$ cat src/core/dprm_pkg.sv
package dprm_pkg;

    // ----------------------------------------
    // Port geometry
    // ----------------------------------------
    localparam int ADDR_GRP_W = 8;
    localparam int ADDR_W     = 16;
    localparam int MASK_W     = 8;
    localparam int LANE_W     = 9;
    localparam int DATA_W     = 72;
    localparam int PIN_GRP_W  = 12;
    localparam int SP_MAX_BITS = 2048;
    localparam int MEM_DEPTH  = 16;

    // ----------------------------------------
    // Reset values
    // ----------------------------------------
    localparam logic [MASK_W-1:0] MASK_RST = 8'hff;
    localparam logic [DATA_W-1:0] DATA_RST = 72'h00_0000_0000_0000_0000;

    // ----------------------------------------
    // Clocking schemes
    // ----------------------------------------
    typedef enum logic [2:0] {
        MODE_IND,
        MODE_IO_TDP,
        MODE_IO_SDP,
        MODE_RW,
        MODE_SP,
        MODE_SP2
    } dprm_mode_t;

endpackage : dprm_pkg

$ cat src/core/dprm_port.sv
module dprm_port #(
    parameter int IDX_W = 4
) (
    // Clock and reset
    input  wire logic                        mclk,
    input  wire logic                        rst_n,
    input  wire logic                        ce,
    // Register group controls
    input  wire logic                        in_go,
    input  wire logic                        out_go,
    input  wire logic                        clr_in,
    input  wire logic                        clr_out,
    input  wire logic                        bypass,
    input  wire logic                        use_rden,
    input  wire logic                        can_wr,
    // User side
    input  wire logic [IDX_W-1:0]            idx,
    input  wire logic                        wsel,
    input  wire logic [dprm_pkg::MASK_W-1:0] mask,
    input  wire logic [dprm_pkg::DATA_W-1:0] din,
    input  wire logic                        rden,
    output logic      [dprm_pkg::DATA_W-1:0] dout,
    // Array side
    input  wire logic [dprm_pkg::DATA_W-1:0] mem_word,
    output logic      [IDX_W-1:0]            wr_idx,
    output logic      [dprm_pkg::MASK_W-1:0] wr_lanes,
    output logic      [dprm_pkg::DATA_W-1:0] wr_data
);

    logic [IDX_W-1:0]            idx_q, next_idx_q;
    logic                        wsel_q, next_wsel_q;
    logic [dprm_pkg::MASK_W-1:0] mask_q, next_mask_q;
    logic [dprm_pkg::DATA_W-1:0] din_q, next_din_q;
    logic                        op_q, next_op_q;
    logic                        rden_q, next_rden_q;
    logic [dprm_pkg::DATA_W-1:0] rdata, next_rdata;
    logic [dprm_pkg::DATA_W-1:0] oreg, next_oreg;

    // ----------------------------------------
    // Input, read and output groups
    // ----------------------------------------
    always_comb begin
        next_idx_q  = idx_q;
        next_wsel_q = wsel_q;
        next_mask_q = mask_q;
        next_din_q  = din_q;
        next_op_q   = 1'b0;
        next_rdata  = rdata;
        next_rden_q = in_go ? rden : rden_q;
        if (clr_in) begin
            next_idx_q  = '0;
            next_wsel_q = 1'b0;
            next_mask_q = dprm_pkg::MASK_RST;
            next_din_q  = dprm_pkg::DATA_RST;
            next_rdata  = dprm_pkg::DATA_RST;
        end else begin
            if (in_go) begin
                next_idx_q  = idx;
                next_wsel_q = wsel;
                next_mask_q = mask;
                next_din_q  = din;
                next_op_q   = 1'b1;
            end
            if (op_q && (!use_rden || rden_q)) begin
                next_rdata = mem_word;
            end
        end
        next_oreg = oreg;
        if (clr_out) begin
            next_oreg = dprm_pkg::DATA_RST;
        end else if (out_go) begin
            next_oreg = rdata;
        end
    end

    // Clock enable gates the register clears too; registers clear only while ce is high, and clr_out zeroes dout whatever ce is
    always_ff @(posedge mclk or negedge rst_n) begin
        if (!rst_n) begin
            idx_q  <= '0;
            wsel_q <= 1'b0;
            mask_q <= dprm_pkg::MASK_RST;
            din_q  <= dprm_pkg::DATA_RST;
            op_q   <= 1'b0;
            rden_q <= 1'b0;
            rdata  <= dprm_pkg::DATA_RST;
            oreg   <= dprm_pkg::DATA_RST;
        end else if (ce) begin
            idx_q  <= next_idx_q;
            wsel_q <= next_wsel_q;
            mask_q <= next_mask_q;
            din_q  <= next_din_q;
            op_q   <= next_op_q;
            rden_q <= next_rden_q;
            rdata  <= next_rdata;
            oreg   <= next_oreg;
        end
    end

    assign wr_idx   = idx_q;
    assign wr_data  = din_q;
    assign wr_lanes = (op_q && wsel_q && can_wr && !clr_in) ? mask_q : '0;
    assign dout     = clr_out ? dprm_pkg::DATA_RST : (bypass ? rdata : oreg);

    // ----------------------------------------
    // Checks
    // ----------------------------------------
    chk_out_clear_zero: assert property (@(posedge mclk) disable iff (!rst_n)
        clr_out |-> dout == dprm_pkg::DATA_RST)
        else $error("cleared output not zero");

    chk_out_reg_load: assert property (@(posedge mclk) disable iff (!rst_n)
        (ce && out_go && !clr_out && !bypass) ##1 (!clr_out && !bypass)
        |-> dout == $past(rdata))
        else $error("output register missed its load");

    chk_rden_no_clear: assert property (@(posedge mclk) disable iff (!rst_n)
        (ce && clr_in && !in_go) |=> $stable(rden_q))
        else $error("read enable register was cleared");

    chk_write_needs_sel: assert property (@(posedge mclk) disable iff (!rst_n)
        (wr_lanes != '0) |-> (wsel_q && can_wr && $past(ce && in_go && wsel)))
        else $error("write without write select");

    chk_input_hold: assert property (@(posedge mclk) disable iff (!rst_n)
        (!(ce && (in_go || clr_in))) |=> ($stable(idx_q) && $stable(din_q)))
        else $error("input register moved without its clock");

endmodule : dprm_port

$ cat src/core/dprm_ram.sv
// How it works
// - Independent mode: each port own clock
// - Port registers follow their own port clock
// - Per-port clock enable and clear, independent
// - Independent mode offered for true dual-port
// - Input/output mode for true and simple
// - First clock takes data, write, address
// - Second clock drives only output registers
// - Input and output groups: own enable, clear
// - Read-enable register has no clear
// - Read/write mode: simple dual-port, two clocks
// - Write clock registers write data, address, enable
// - Read clock registers address, enable, output
// - Read and write sides: own enable, clear
// - Single-port mode with one shared port
// - Two single-port memories, each within 2K bits
// - Port pins: address, mask, select, clocks, data
// - Write needs select and lane mask bit
// - Write select chooses read or write
// - Inputs share a clock; output bypassable
module dprm_ram #(
    parameter int MEM_DEPTH = dprm_pkg::MEM_DEPTH
) (
    // Clock, reset, enable
    input  wire logic                          mclk,
    input  wire logic                          resetn,
    input  wire logic                          ce,
    input  wire dprm_pkg::dprm_mode_t          mode,
    // Port A clocks, enables, clears
    input  wire logic                          a_clk,
    input  wire logic                          a_clken,
    input  wire logic                          a_clr,
    input  wire logic                          a_clk2,
    input  wire logic                          a_clken2,
    input  wire logic                          a_clr2,
    input  wire logic                          a_bypass,
    // Port A data path
    input  wire logic [dprm_pkg::ADDR_GRP_W-1:0] a_addr_hi,
    input  wire logic [dprm_pkg::ADDR_GRP_W-1:0] a_addr_lo,
    input  wire logic [dprm_pkg::MASK_W-1:0]   a_byte_mask,
    input  wire logic                          a_wsel,
    input  wire logic [dprm_pkg::DATA_W-1:0]   a_din,
    output logic      [dprm_pkg::DATA_W-1:0]   a_dout,
    // Port B clocks, enables, clears
    input  wire logic                          b_clk,
    input  wire logic                          b_clken,
    input  wire logic                          b_clr,
    input  wire logic                          b_clk2,
    input  wire logic                          b_clken2,
    input  wire logic                          b_clr2,
    input  wire logic                          b_bypass,
    // Port B data path
    input  wire logic [dprm_pkg::ADDR_GRP_W-1:0] b_addr_hi,
    input  wire logic [dprm_pkg::ADDR_GRP_W-1:0] b_addr_lo,
    input  wire logic [dprm_pkg::MASK_W-1:0]   b_byte_mask,
    input  wire logic                          b_wsel,
    input  wire logic                          b_rden,
    input  wire logic [dprm_pkg::DATA_W-1:0]   b_din,
    output logic      [dprm_pkg::DATA_W-1:0]   b_dout
);

    localparam int IDX_W = $clog2(MEM_DEPTH);

    // ----------------------------------------
    // Reset release
    // ----------------------------------------
    logic rst_q1;
    logic rst_n;

    always_ff @(posedge mclk or negedge resetn) begin
        if (!resetn) begin
            rst_q1 <= 1'b0;
            rst_n  <= 1'b0;
        end else begin
            rst_q1 <= 1'b1;
            rst_n  <= rst_q1;
        end
    end

    // ----------------------------------------
    // Address mapping
    // ----------------------------------------
    // Split mode pins each port to one half of the array
    function automatic logic [IDX_W-1:0] map_idx(
        input logic [dprm_pkg::ADDR_W-1:0] addr,
        input logic                        port_b,
        input dprm_pkg::dprm_mode_t        md
    );
        logic [IDX_W-1:0] idx;
        idx = addr[IDX_W-1:0];
        if (md == dprm_pkg::MODE_SP2) begin
            idx[IDX_W-1] = port_b;
        end
        return idx;
    endfunction : map_idx

    logic [IDX_W-1:0] idx [2];

    assign idx[0] = map_idx({a_addr_hi, a_addr_lo}, 1'b0, mode);
    assign idx[1] = map_idx({b_addr_hi, b_addr_lo}, 1'b1, mode);

    // ----------------------------------------
    // Clock scheme selection
    // ----------------------------------------
    logic [1:0] clk1, en1, clr1, clk2, en2, clr2;
    logic [1:0] in_go, out_go, clr_in, clr_out, use_rden, can_wr;

    assign clk1 = {b_clk, a_clk};
    assign en1  = {b_clken, a_clken};
    assign clr1 = {b_clr, a_clr};
    assign clk2 = {b_clk2, a_clk2};
    assign en2  = {b_clken2, a_clken2};
    assign clr2 = {b_clr2, a_clr2};

    always_comb begin
        in_go    = clk1 & en1;
        out_go   = clk1 & en1;
        clr_in   = clr1;
        clr_out  = clr1;
        use_rden = 2'b00;
        can_wr   = 2'b11;
        case (mode)
            dprm_pkg::MODE_IND, dprm_pkg::MODE_SP2: begin
            end
            dprm_pkg::MODE_IO_TDP: begin
                out_go  = clk2 & en2;
                clr_out = clr2;
            end
            dprm_pkg::MODE_IO_SDP: begin
                out_go   = clk2 & en2;
                clr_out  = clr2;
                use_rden = 2'b10;
                can_wr   = 2'b01;
            end
            dprm_pkg::MODE_RW: begin
                use_rden = 2'b10;
                can_wr   = 2'b01;
            end
            dprm_pkg::MODE_SP: begin
                in_go[1]   = 1'b0;
                out_go[1]  = 1'b0;
                clr_in[1]  = 1'b1;
                clr_out[1] = 1'b1;
            end
            default: begin
                in_go  = 2'b00;
                out_go = 2'b00;
            end
        endcase
    end

    // ----------------------------------------
    // Port register groups
    // ----------------------------------------
    logic [dprm_pkg::DATA_W-1:0] mem [MEM_DEPTH];
    logic [dprm_pkg::DATA_W-1:0] next_mem [MEM_DEPTH];
    logic [IDX_W-1:0]            wr_idx [2];
    logic [dprm_pkg::MASK_W-1:0] wr_lanes [2];
    logic [dprm_pkg::DATA_W-1:0] wr_data [2];

    dprm_port #(.IDX_W(IDX_W)) u_port_a (
        .mclk     (mclk),
        .rst_n    (rst_n),
        .ce       (ce),
        .in_go    (in_go[0]),
        .out_go   (out_go[0]),
        .clr_in   (clr_in[0]),
        .clr_out  (clr_out[0]),
        .bypass   (a_bypass),
        .use_rden (use_rden[0]),
        .can_wr   (can_wr[0]),
        .idx      (idx[0]),
        .wsel     (a_wsel),
        .mask     (a_byte_mask),
        .din      (a_din),
        .rden     (1'b1),
        .dout     (a_dout),
        .mem_word (mem[wr_idx[0]]),
        .wr_idx   (wr_idx[0]),
        .wr_lanes (wr_lanes[0]),
        .wr_data  (wr_data[0])
    );

    dprm_port #(.IDX_W(IDX_W)) u_port_b (
        .mclk     (mclk),
        .rst_n    (rst_n),
        .ce       (ce),
        .in_go    (in_go[1]),
        .out_go   (out_go[1]),
        .clr_in   (clr_in[1]),
        .clr_out  (clr_out[1]),
        .bypass   (b_bypass),
        .use_rden (use_rden[1]),
        .can_wr   (can_wr[1]),
        .idx      (idx[1]),
        .wsel     (b_wsel),
        .mask     (b_byte_mask),
        .din      (b_din),
        .rden     (b_rden),
        .dout     (b_dout),
        .mem_word (mem[wr_idx[1]]),
        .wr_idx   (wr_idx[1]),
        .wr_lanes (wr_lanes[1]),
        .wr_data  (wr_data[1])
    );

    // ----------------------------------------
    // Array write, lane by lane
    // ----------------------------------------
    // Port A is applied last, so it wins a same-word collision
    always_comb begin
        next_mem = mem;
        for (int p = 1; p >= 0; p--) begin
            for (int l = 0; l < dprm_pkg::MASK_W; l++) begin
                if (wr_lanes[p][l]) begin
                    next_mem[wr_idx[p]][l*dprm_pkg::LANE_W +: dprm_pkg::LANE_W] =
                        wr_data[p][l*dprm_pkg::LANE_W +: dprm_pkg::LANE_W];
                end
            end
        end
    end

    // Array has no reset; clears only block writes, never wipe it
    always_ff @(posedge mclk) begin
        if (ce) begin
            mem <= next_mem;
        end
    end

    // ----------------------------------------
    // Checks
    // ----------------------------------------
    chk_lane_written: assert property (@(posedge mclk) disable iff (!rst_n)
        (ce && wr_lanes[0][0]) |=>
        mem[$past(wr_idx[0])][dprm_pkg::LANE_W-1:0] == $past(wr_data[0][8:0]))
        else $error("masked lane not written");

    // Watched only on a real partial write: unwritten words hold unknowns
    chk_lane_kept: assert property (@(posedge mclk) disable iff (!rst_n)
        (ce && wr_lanes[0] != '0 && !wr_lanes[0][7] && !wr_lanes[1][7]) |=>
        mem[$past(wr_idx[0])][71:63] == $past(mem[wr_idx[0]][71:63]))
        else $error("unmasked lane changed");

    chk_rw_read_clock: assert property (@(posedge mclk) disable iff (!rst_n)
        (mode == dprm_pkg::MODE_RW) |->
        (in_go[1] == (b_clk && b_clken)) && (out_go[1] == in_go[1]))
        else $error("read side not on read clock");

    chk_rw_no_b_write: assert property (@(posedge mclk) disable iff (!rst_n)
        (mode == dprm_pkg::MODE_RW) |-> wr_lanes[1] == '0)
        else $error("read port wrote in simple dual-port");

    chk_io_split: assert property (@(posedge mclk) disable iff (!rst_n)
        (mode == dprm_pkg::MODE_IO_TDP) |->
        (out_go[0] == (a_clk2 && a_clken2)) && (clr_out[0] == a_clr2))
        else $error("output group not on second clock");

    chk_sp_b_quiet: assert property (@(posedge mclk) disable iff (!rst_n)
        (mode == dprm_pkg::MODE_SP) [*2] |-> b_dout == dprm_pkg::DATA_RST)
        else $error("port B active in single-port mode");

    chk_sp2_halves: assert property (@(posedge mclk) disable iff (!rst_n)
        (mode == dprm_pkg::MODE_SP2 && ce && in_go[1]) |=>
        wr_idx[1][IDX_W-1] && !wr_idx[0][IDX_W-1] || !$stable(mode))
        else $error("split memories overlap");

    chk_ind_own_clock: assert property (@(posedge mclk) disable iff (!rst_n)
        (mode == dprm_pkg::MODE_IND) |-> in_go == (clk1 & en1) && out_go == in_go)
        else $error("independent clocks crossed");

endmodule : dprm_ram

$ cat config.mk
export PLATFORM = sky130hd
export DESIGN_NAME = dprm_ram
export DESIGN_NICKNAME = d
export VERILOG_FILES = /design/src/core/dprm_pkg.sv /design/src/core/dprm_port.sv /design/src/core/dprm_ram.sv
export SDC_FILE = /design/constraint.sdc
export NUM_CORES = 2
export LEC_CHECK = 0
export BUFFER_PORTS_ARGS = -buffer_cell sky130_fd_sc_hd__buf_2
export CORE_ASPECT_RATIO = 1.75
export CORE_MARGIN = 1
export CORE_UTILIZATION = 28
export DETAILED_ROUTE_END_ITERATION = 8
export SLEW_MARGIN = 10
export SYNTH_ARGS = -nofsm -noshare
export SYNTH_HDL_FRONTEND = slang
export SYNTH_SLANG_ARGS = --single-unit
$ cat constraint.sdc
create_clock -name mclk -period 24.2 [get_ports mclk]
set_clock_uncertainty 0.15 [all_clocks]
set_input_delay 1.21 -clock mclk [delete_from_list [all_inputs] [get_ports mclk]]
set_output_delay 1.21 -clock mclk [all_outputs]
set_load 0.02 [all_outputs]
Yosys cells after proc, flatten, opt, wreduce, memory -nomap -nowiden
Cells that the tools add are included.
Word-level totals
  output and inout bits: 144
  input port bits: 215
  word-level logic and storage cells: 199
  register bits: 1616
Operators by class
  bitwise gates (word level): 4
  eq/ne operators: 5
  mux-type cells: 115
  order comparisons: 4
  reduce and logical (&&, ||, !) cells: 37
Operators with widths (count)
  bitwise mux 1152 bit: 16
  2-to-1 mux 1152 bit: 16
  demux 72 bit (select 4 bit): 16
  2-to-1 mux 72 bit: 22
  binary-select mux 72 bit (select 4 bit): 2
  2-to-1 mux 63 bit: 2
  2-to-1 mux 54 bit: 2
  2-to-1 mux 45 bit: 2
  2-to-1 mux 36 bit: 2
  2-to-1 mux 27 bit: 2
  2-to-1 mux 8 bit: 6
  2-to-1 mux 18 bit: 2
  2-to-1 mux 9 bit: 2
  2-to-1 mux 4 bit: 4
  AND reduction 2 bit: 8
  2-to-1 mux 1 bit: 14
  nonzero test 2 bit: 6
  greater-or-equal comparator 5 bit, second input constant: 2
  logical AND 1 bit: 10
  less-than comparator 5 x 1 -> 1 bit, second input constant: 2
  inverter 4 -> 5 bit: 2
  equality test 3 x 2 -> 1 bit, second input constant: 2
  equality test 3 bit, second input constant: 2
  one-hot mux 1 bit (2 select lines): 3
  11 further kinds: 18

Logic depth before layout (Yosys ltp)
  word-level depth: 37
  gate-level depth with buffers: 9
  mapped depth without buffers: 5

By module
A second synthesis with hierarchy kept.
Second synthesis, totals
  cell total of the unflattened synthesis: 10646
  area total of the unflattened synthesis: 105160.9 um^2
Modules (own cells, without submodules)
  dprm_ram: area each 82499.1 um^2, sequential area each 34643.2 um^2, instances 1, cells each 8304
  dprm_port: area each 11330.9 um^2, sequential area each 5790.6 um^2, instances 2, cells each 1171

Worst setup path after synthesis
No wires, ideal clock.
  path kind: input to output
  start: in mode[2]
  end: out a_dout[0] in the netlist's numbering
  data arrival time: 2.793 ns
  required time: 22.840 ns
  path slack: 20.047 ns
  buffers on the path: 4
  stages: 7
  path through: buf_2 clkbuf_1 nor2_1 mux2_2 clkbuf_1 clkbuf_1 nor2_1
Between the ends
  cells in the longest elaborated chain, start to end: 4
  elaborated cells on any way between the ends: 5
  those cells by class: eq/ne: 2; mux: 2; reduce/logical: 1
RTL lines
  start: declaration: line dprm_ram.sv:28  | input wire dprm_pkg::dprm_mode_t mode,
  equality test 3 x 2 -> 1 bit / equality test 3 x 1 -> 1 bit (equally long branches): line dprm_ram.sv:122  | case (mode)
  OR reduction 2 bit (no source line) (*)
  2-to-1 mux 1 bit (*): line dprm_ram.sv:122
  2-to-1 mux 72 bit (*): line dprm_port.sv:102  | assign dout = clr_out ? dprm_pkg::DATA_RST : (bypass ? rdata : oreg);
  end: declaration: line dprm_ram.sv:43  | output logic [dprm_pkg::DATA_W-1:0] a_dout,
Every way passes the cells marked *; elsewhere a longest branch is shown, timed or not.

==> results.md <==
* Worst relative slew slack at 0.863%
* Final wirelength at 415000 um
* Post-CTS setup buffers at 0
* Number of nets in the layout at 9500
* Fraction of the mapped netlist area in adder cells at 0%
* Fin worst setup slack at 18.31 ns
* Dominant register cell in the synthesized netlist: edfxtp_1
* Slowest CP cell: nor3_2
* Result of the run: finished with violations
* End point of the critical path: mem[143]
* Number of CTS-inserted buffers at 177
* Y dimension of the die at 778 um
* Design area at 0.108 mm^2
* Clock tree from TritonCTS: done
* Initial antenna violation count at 44
* IR Drop Worst-Case VDD at 0.0483 mV
* Clock root buffer master: clkbuf_16
* Worst reg-to-reg setup slack at 18.31 ns
* Count of input and output buffers at 334
* Number of violations of the max-capacitance limit at 1
* Crit. Startpoint: u_port_b.wr_idx[1]
* Hold Slack at 0.201 ns
* Depth of the CTS H-tree at 4
* Xor and xnor area share after synthesis at 0.0182%
* DR DRC count at 0
* Slew at the pin with the worst max-slew slack at 1.49 ns
* Post-synthesis cell count at 9478
* Width of the die at 445 um
* Data required time of the worst path at 24.74 ns
* Post-synthesis average cell area at 10.2 um^2
* Setup repair after global routing missed its margin: false
* Global-route wire length before repair at 581000 um
* Total power density per cell area at 64.4 mW/mm^2
* Worst setup timing slack at the placement stage at 18.54 ns
* Reg2Reg Capture Point: mem[143]
* Cell area reported after detailed placement at 0.102 mm^2
* Crit path kind: reg -> reg
* Final setup vio count at 0
* Number of placement rows at 284
* Simple-gate area share of the yosys netlist at 18.9%
* Type of destination of the critical path: register
* Later-pin clock latency in the skew report at 0.88 ns
* Number of buffers on the longest clock path at 4
* Compound-Gate Fraction of Synth Area at 12.3%
* Number of distinct library cell variants in the gate-level netlist after synthesis at 57
* Quantity of hold-fixing buffers added after cts at 1
* Most frequent standard cell in the layout excluding fill and tap cells: nand2_1
* Warning count from the yosys run at 0
* Post-route ant nets at 0
* Clock-pin slew of the registers on the worst-case setup and hold paths at 0.06 ns
* Relative area change from synthesis to final layout at 11.8%
* Depth of the worst register-to-register path at 7
* Final Util at 31.5%
* Total congestion overflow at 0
* Starting utilization of the core area at 28.2%
* Fraction of the yosys area taken by sequential cells at 48.0%
* Mux contribution to synthesized area at 17.3%
* Routability cong. at 0.918
* Peak clock frequency supported by timing at 170 MHz
* Via density per instance at 5.84
* Cell Count, Final, Fillers Out at 14019
* #FFs+latches synth at 1615
* Post-synth ARST share at 28.7%
* Inst Count DP at 13678
* I/O Pins at 359
* Largest stage delay, worst path at 1.25 ns
* Total negative slack at 0 ns
* Combinational family with the most area after synthesis: simple AND/OR/NAND/NOR gates
* Arr. time, crit path at 6.42 ns
* Post-synthesis cell area at 0.0963 mm^2
* Worst-path maximum fanout at 41
* Area of the core at 0.342 mm^2
* Vias in the first global route at 76364
* Final critical delay including setup and external delays at 5.89 ns
* Via count at 81817
* Failing checks: capacitance limit
* DP HPWL at 272000 um
* Die Outline Area at 0.346 mm^2
* Library cell appearing most often on the critical path: buf_4
* Total nets after synthesis at 9693
* Worst path bufs/invs at 2
* Crit share post-route at 24.3%
* Gate family responsible for the most delay along the worst path: simple AND/OR/NAND/NOR gates
* Levels on crit path at 7
* Initial DRT Pass Iterations at 8
* Total Power Consumption at 6.94 mW
* Leakage power at 41.1 nW
* Proportion of layout cells with a drive suffix above 1 at 16.1%
* Class of the tightest hold or removal check: reg -> reg
* Number of instances resized during post-cts repair at 0
* Hold Fails Final Rpt at 0
* Commonest cells after routing, fill and taps aside: nand2_1, nor2_1, a31oi_1, edfxtp_1, mux4_2
* Category of the worst setup path launch point: register
* Clk sinks at 1615
* Overall track demand over capacity in global routing at 23.1%
* Worst reg2reg startpoint: u_port_b.wr_idx[1]
* Number of DRC violations after detailed-routing iteration 0 at 11164
* Final slew viol count at 0
* Number of synthesized flops with an enable pin at 1152
* Ordered list of cells on the worst path: buf_4 -> buf_4 -> nor2b_1 -> nand3_2 -> nor3_2 -> nand2_1 -> a31oi_1
* Pin count of the biggest net entering global routing at 148
* Routed WL per cell at 29.6 um
## report_power, final
part / internal (mW) / total (mW) / switching, mW
clock: 1.68 / 2.91 / 1.24
sequential: 3.13 / 3.33 / 0.203
combinational: 0.277 / 0.690 / 0.413
total: 5.08 / 6.94 / 1.85
## how the worst min path moves through the flow
stage,start,to,slack [ns],cells past startpoint
floorplan,rst_q1,rst_n,0.18,0
global placement,rst_q1,rst_n,0.19,0
detailed placement,rst_q1,rst_n,0.19,0
CTS,rst_q1,rst_n,0.20,0
global route,rst_q1,rst_n,0.22,0
finish,rst_q1,rst_n,0.20,0
## synth_stat cells, types with 4 or more instances
library cell | number | area [um^2]
a22o_1 | 224 | 1960
nor2b_1 | 6 | 37.5
buf_1 | 154 | 578
a31oi_1 | 1153 | 7210
dfrtp_1 | 447 | 11200
nand2_1 | 2670 | 10000
o22a_1 | 13 | 114
o211ai_1 | 72 | 541
nor3_4 | 120 | 1950
nand3_2 | 4 | 40.0
nand2b_1 | 11 | 68.8
and2_1 | 17 | 106
o21ai_0 | 144 | 721
nand2_2 | 14 | 87.6
buf_4 | 21 | 158
edfxtp_1 | 1152 | 34600
nor2_1 | 1324 | 4970
dfstp_2 | 16 | 420
nand3_1 | 128 | 641
a2bb2oi_1 | 71 | 622
mux2i_1 | 364 | 3640
buf_2 | 135 | 676
mux4_2 | 576 | 13000
a21oi_1 | 4 | 20.0
nor3_2 | 16 | 160
clkbuf_1 | 509 | 1910
a22oi_1 | 72 | 541
## flip-flops by register name, indices dropped and copies added (netlist names), 4 cells and up
name,count
u_port_a.wr_data,72
u_port_b.wr_data,72
u_port_a.oreg,72
u_port_a.mask_q,8
u_port_b.wr_idx,4
u_port_a.wr_idx,4
u_port_b.rdata,72
u_port_a.rdata,72
u_port_b.mask_q,8
mem,1152
u_port_b.oreg,72
## area by class of cell
| type | instances | area [um^2] |
|---|---|---|
| sequential | 1615 | 46200 |
| antenna | 17 | 42.5 |
| clock buffer | 245 | 4980 |
| multi-input combinational | 7040 | 47000 |
| fill | 34868 | 234000 |
| tap | 4576 | 5730 |
| inverter | 2 | 7.51 |
| timing repair buffer | 449 | 2680 |
| clock inverter | 75 | 1010 |
## logic make-up (layout without fill, tap and decap cells)
family,count (synthesis),count (layout)
other,1,18
AO/OA/AOI/OAI,1771,1771
XOR/XNOR,2,2
flip-flops,1615,1615
AND/OR/NAND/NOR,4324,4324
buffers and inverters,823,771
multiplexers,942,942
## worst register-to-register path, stage by stage (launching register included)
cell and delay (ns):
dfrtp_4 0.85, buf_4 0.91, buf_4 0.99, nor2b_1 0.50, nand3_2 0.69, nor3_2 1.25, nand2_1 0.13, a31oi_1 0.23
## per-layer routing
metal / share of wire [%] / global-route usage [%] / up-vias / routed length [um]
li1: - / - / 34581 / -
met1: 34 / 26.8 / 39883 / 142000
met2: 46 / 37.1 / 5899 / 191000
met3: 13 / 7.61 / 1432 / 52200
met4: 7.1 / 13.7 / 22 / 29700
met5: 0.078 / 0 / - / 326
No activity file was read; power rests on OpenSTA's default activity.
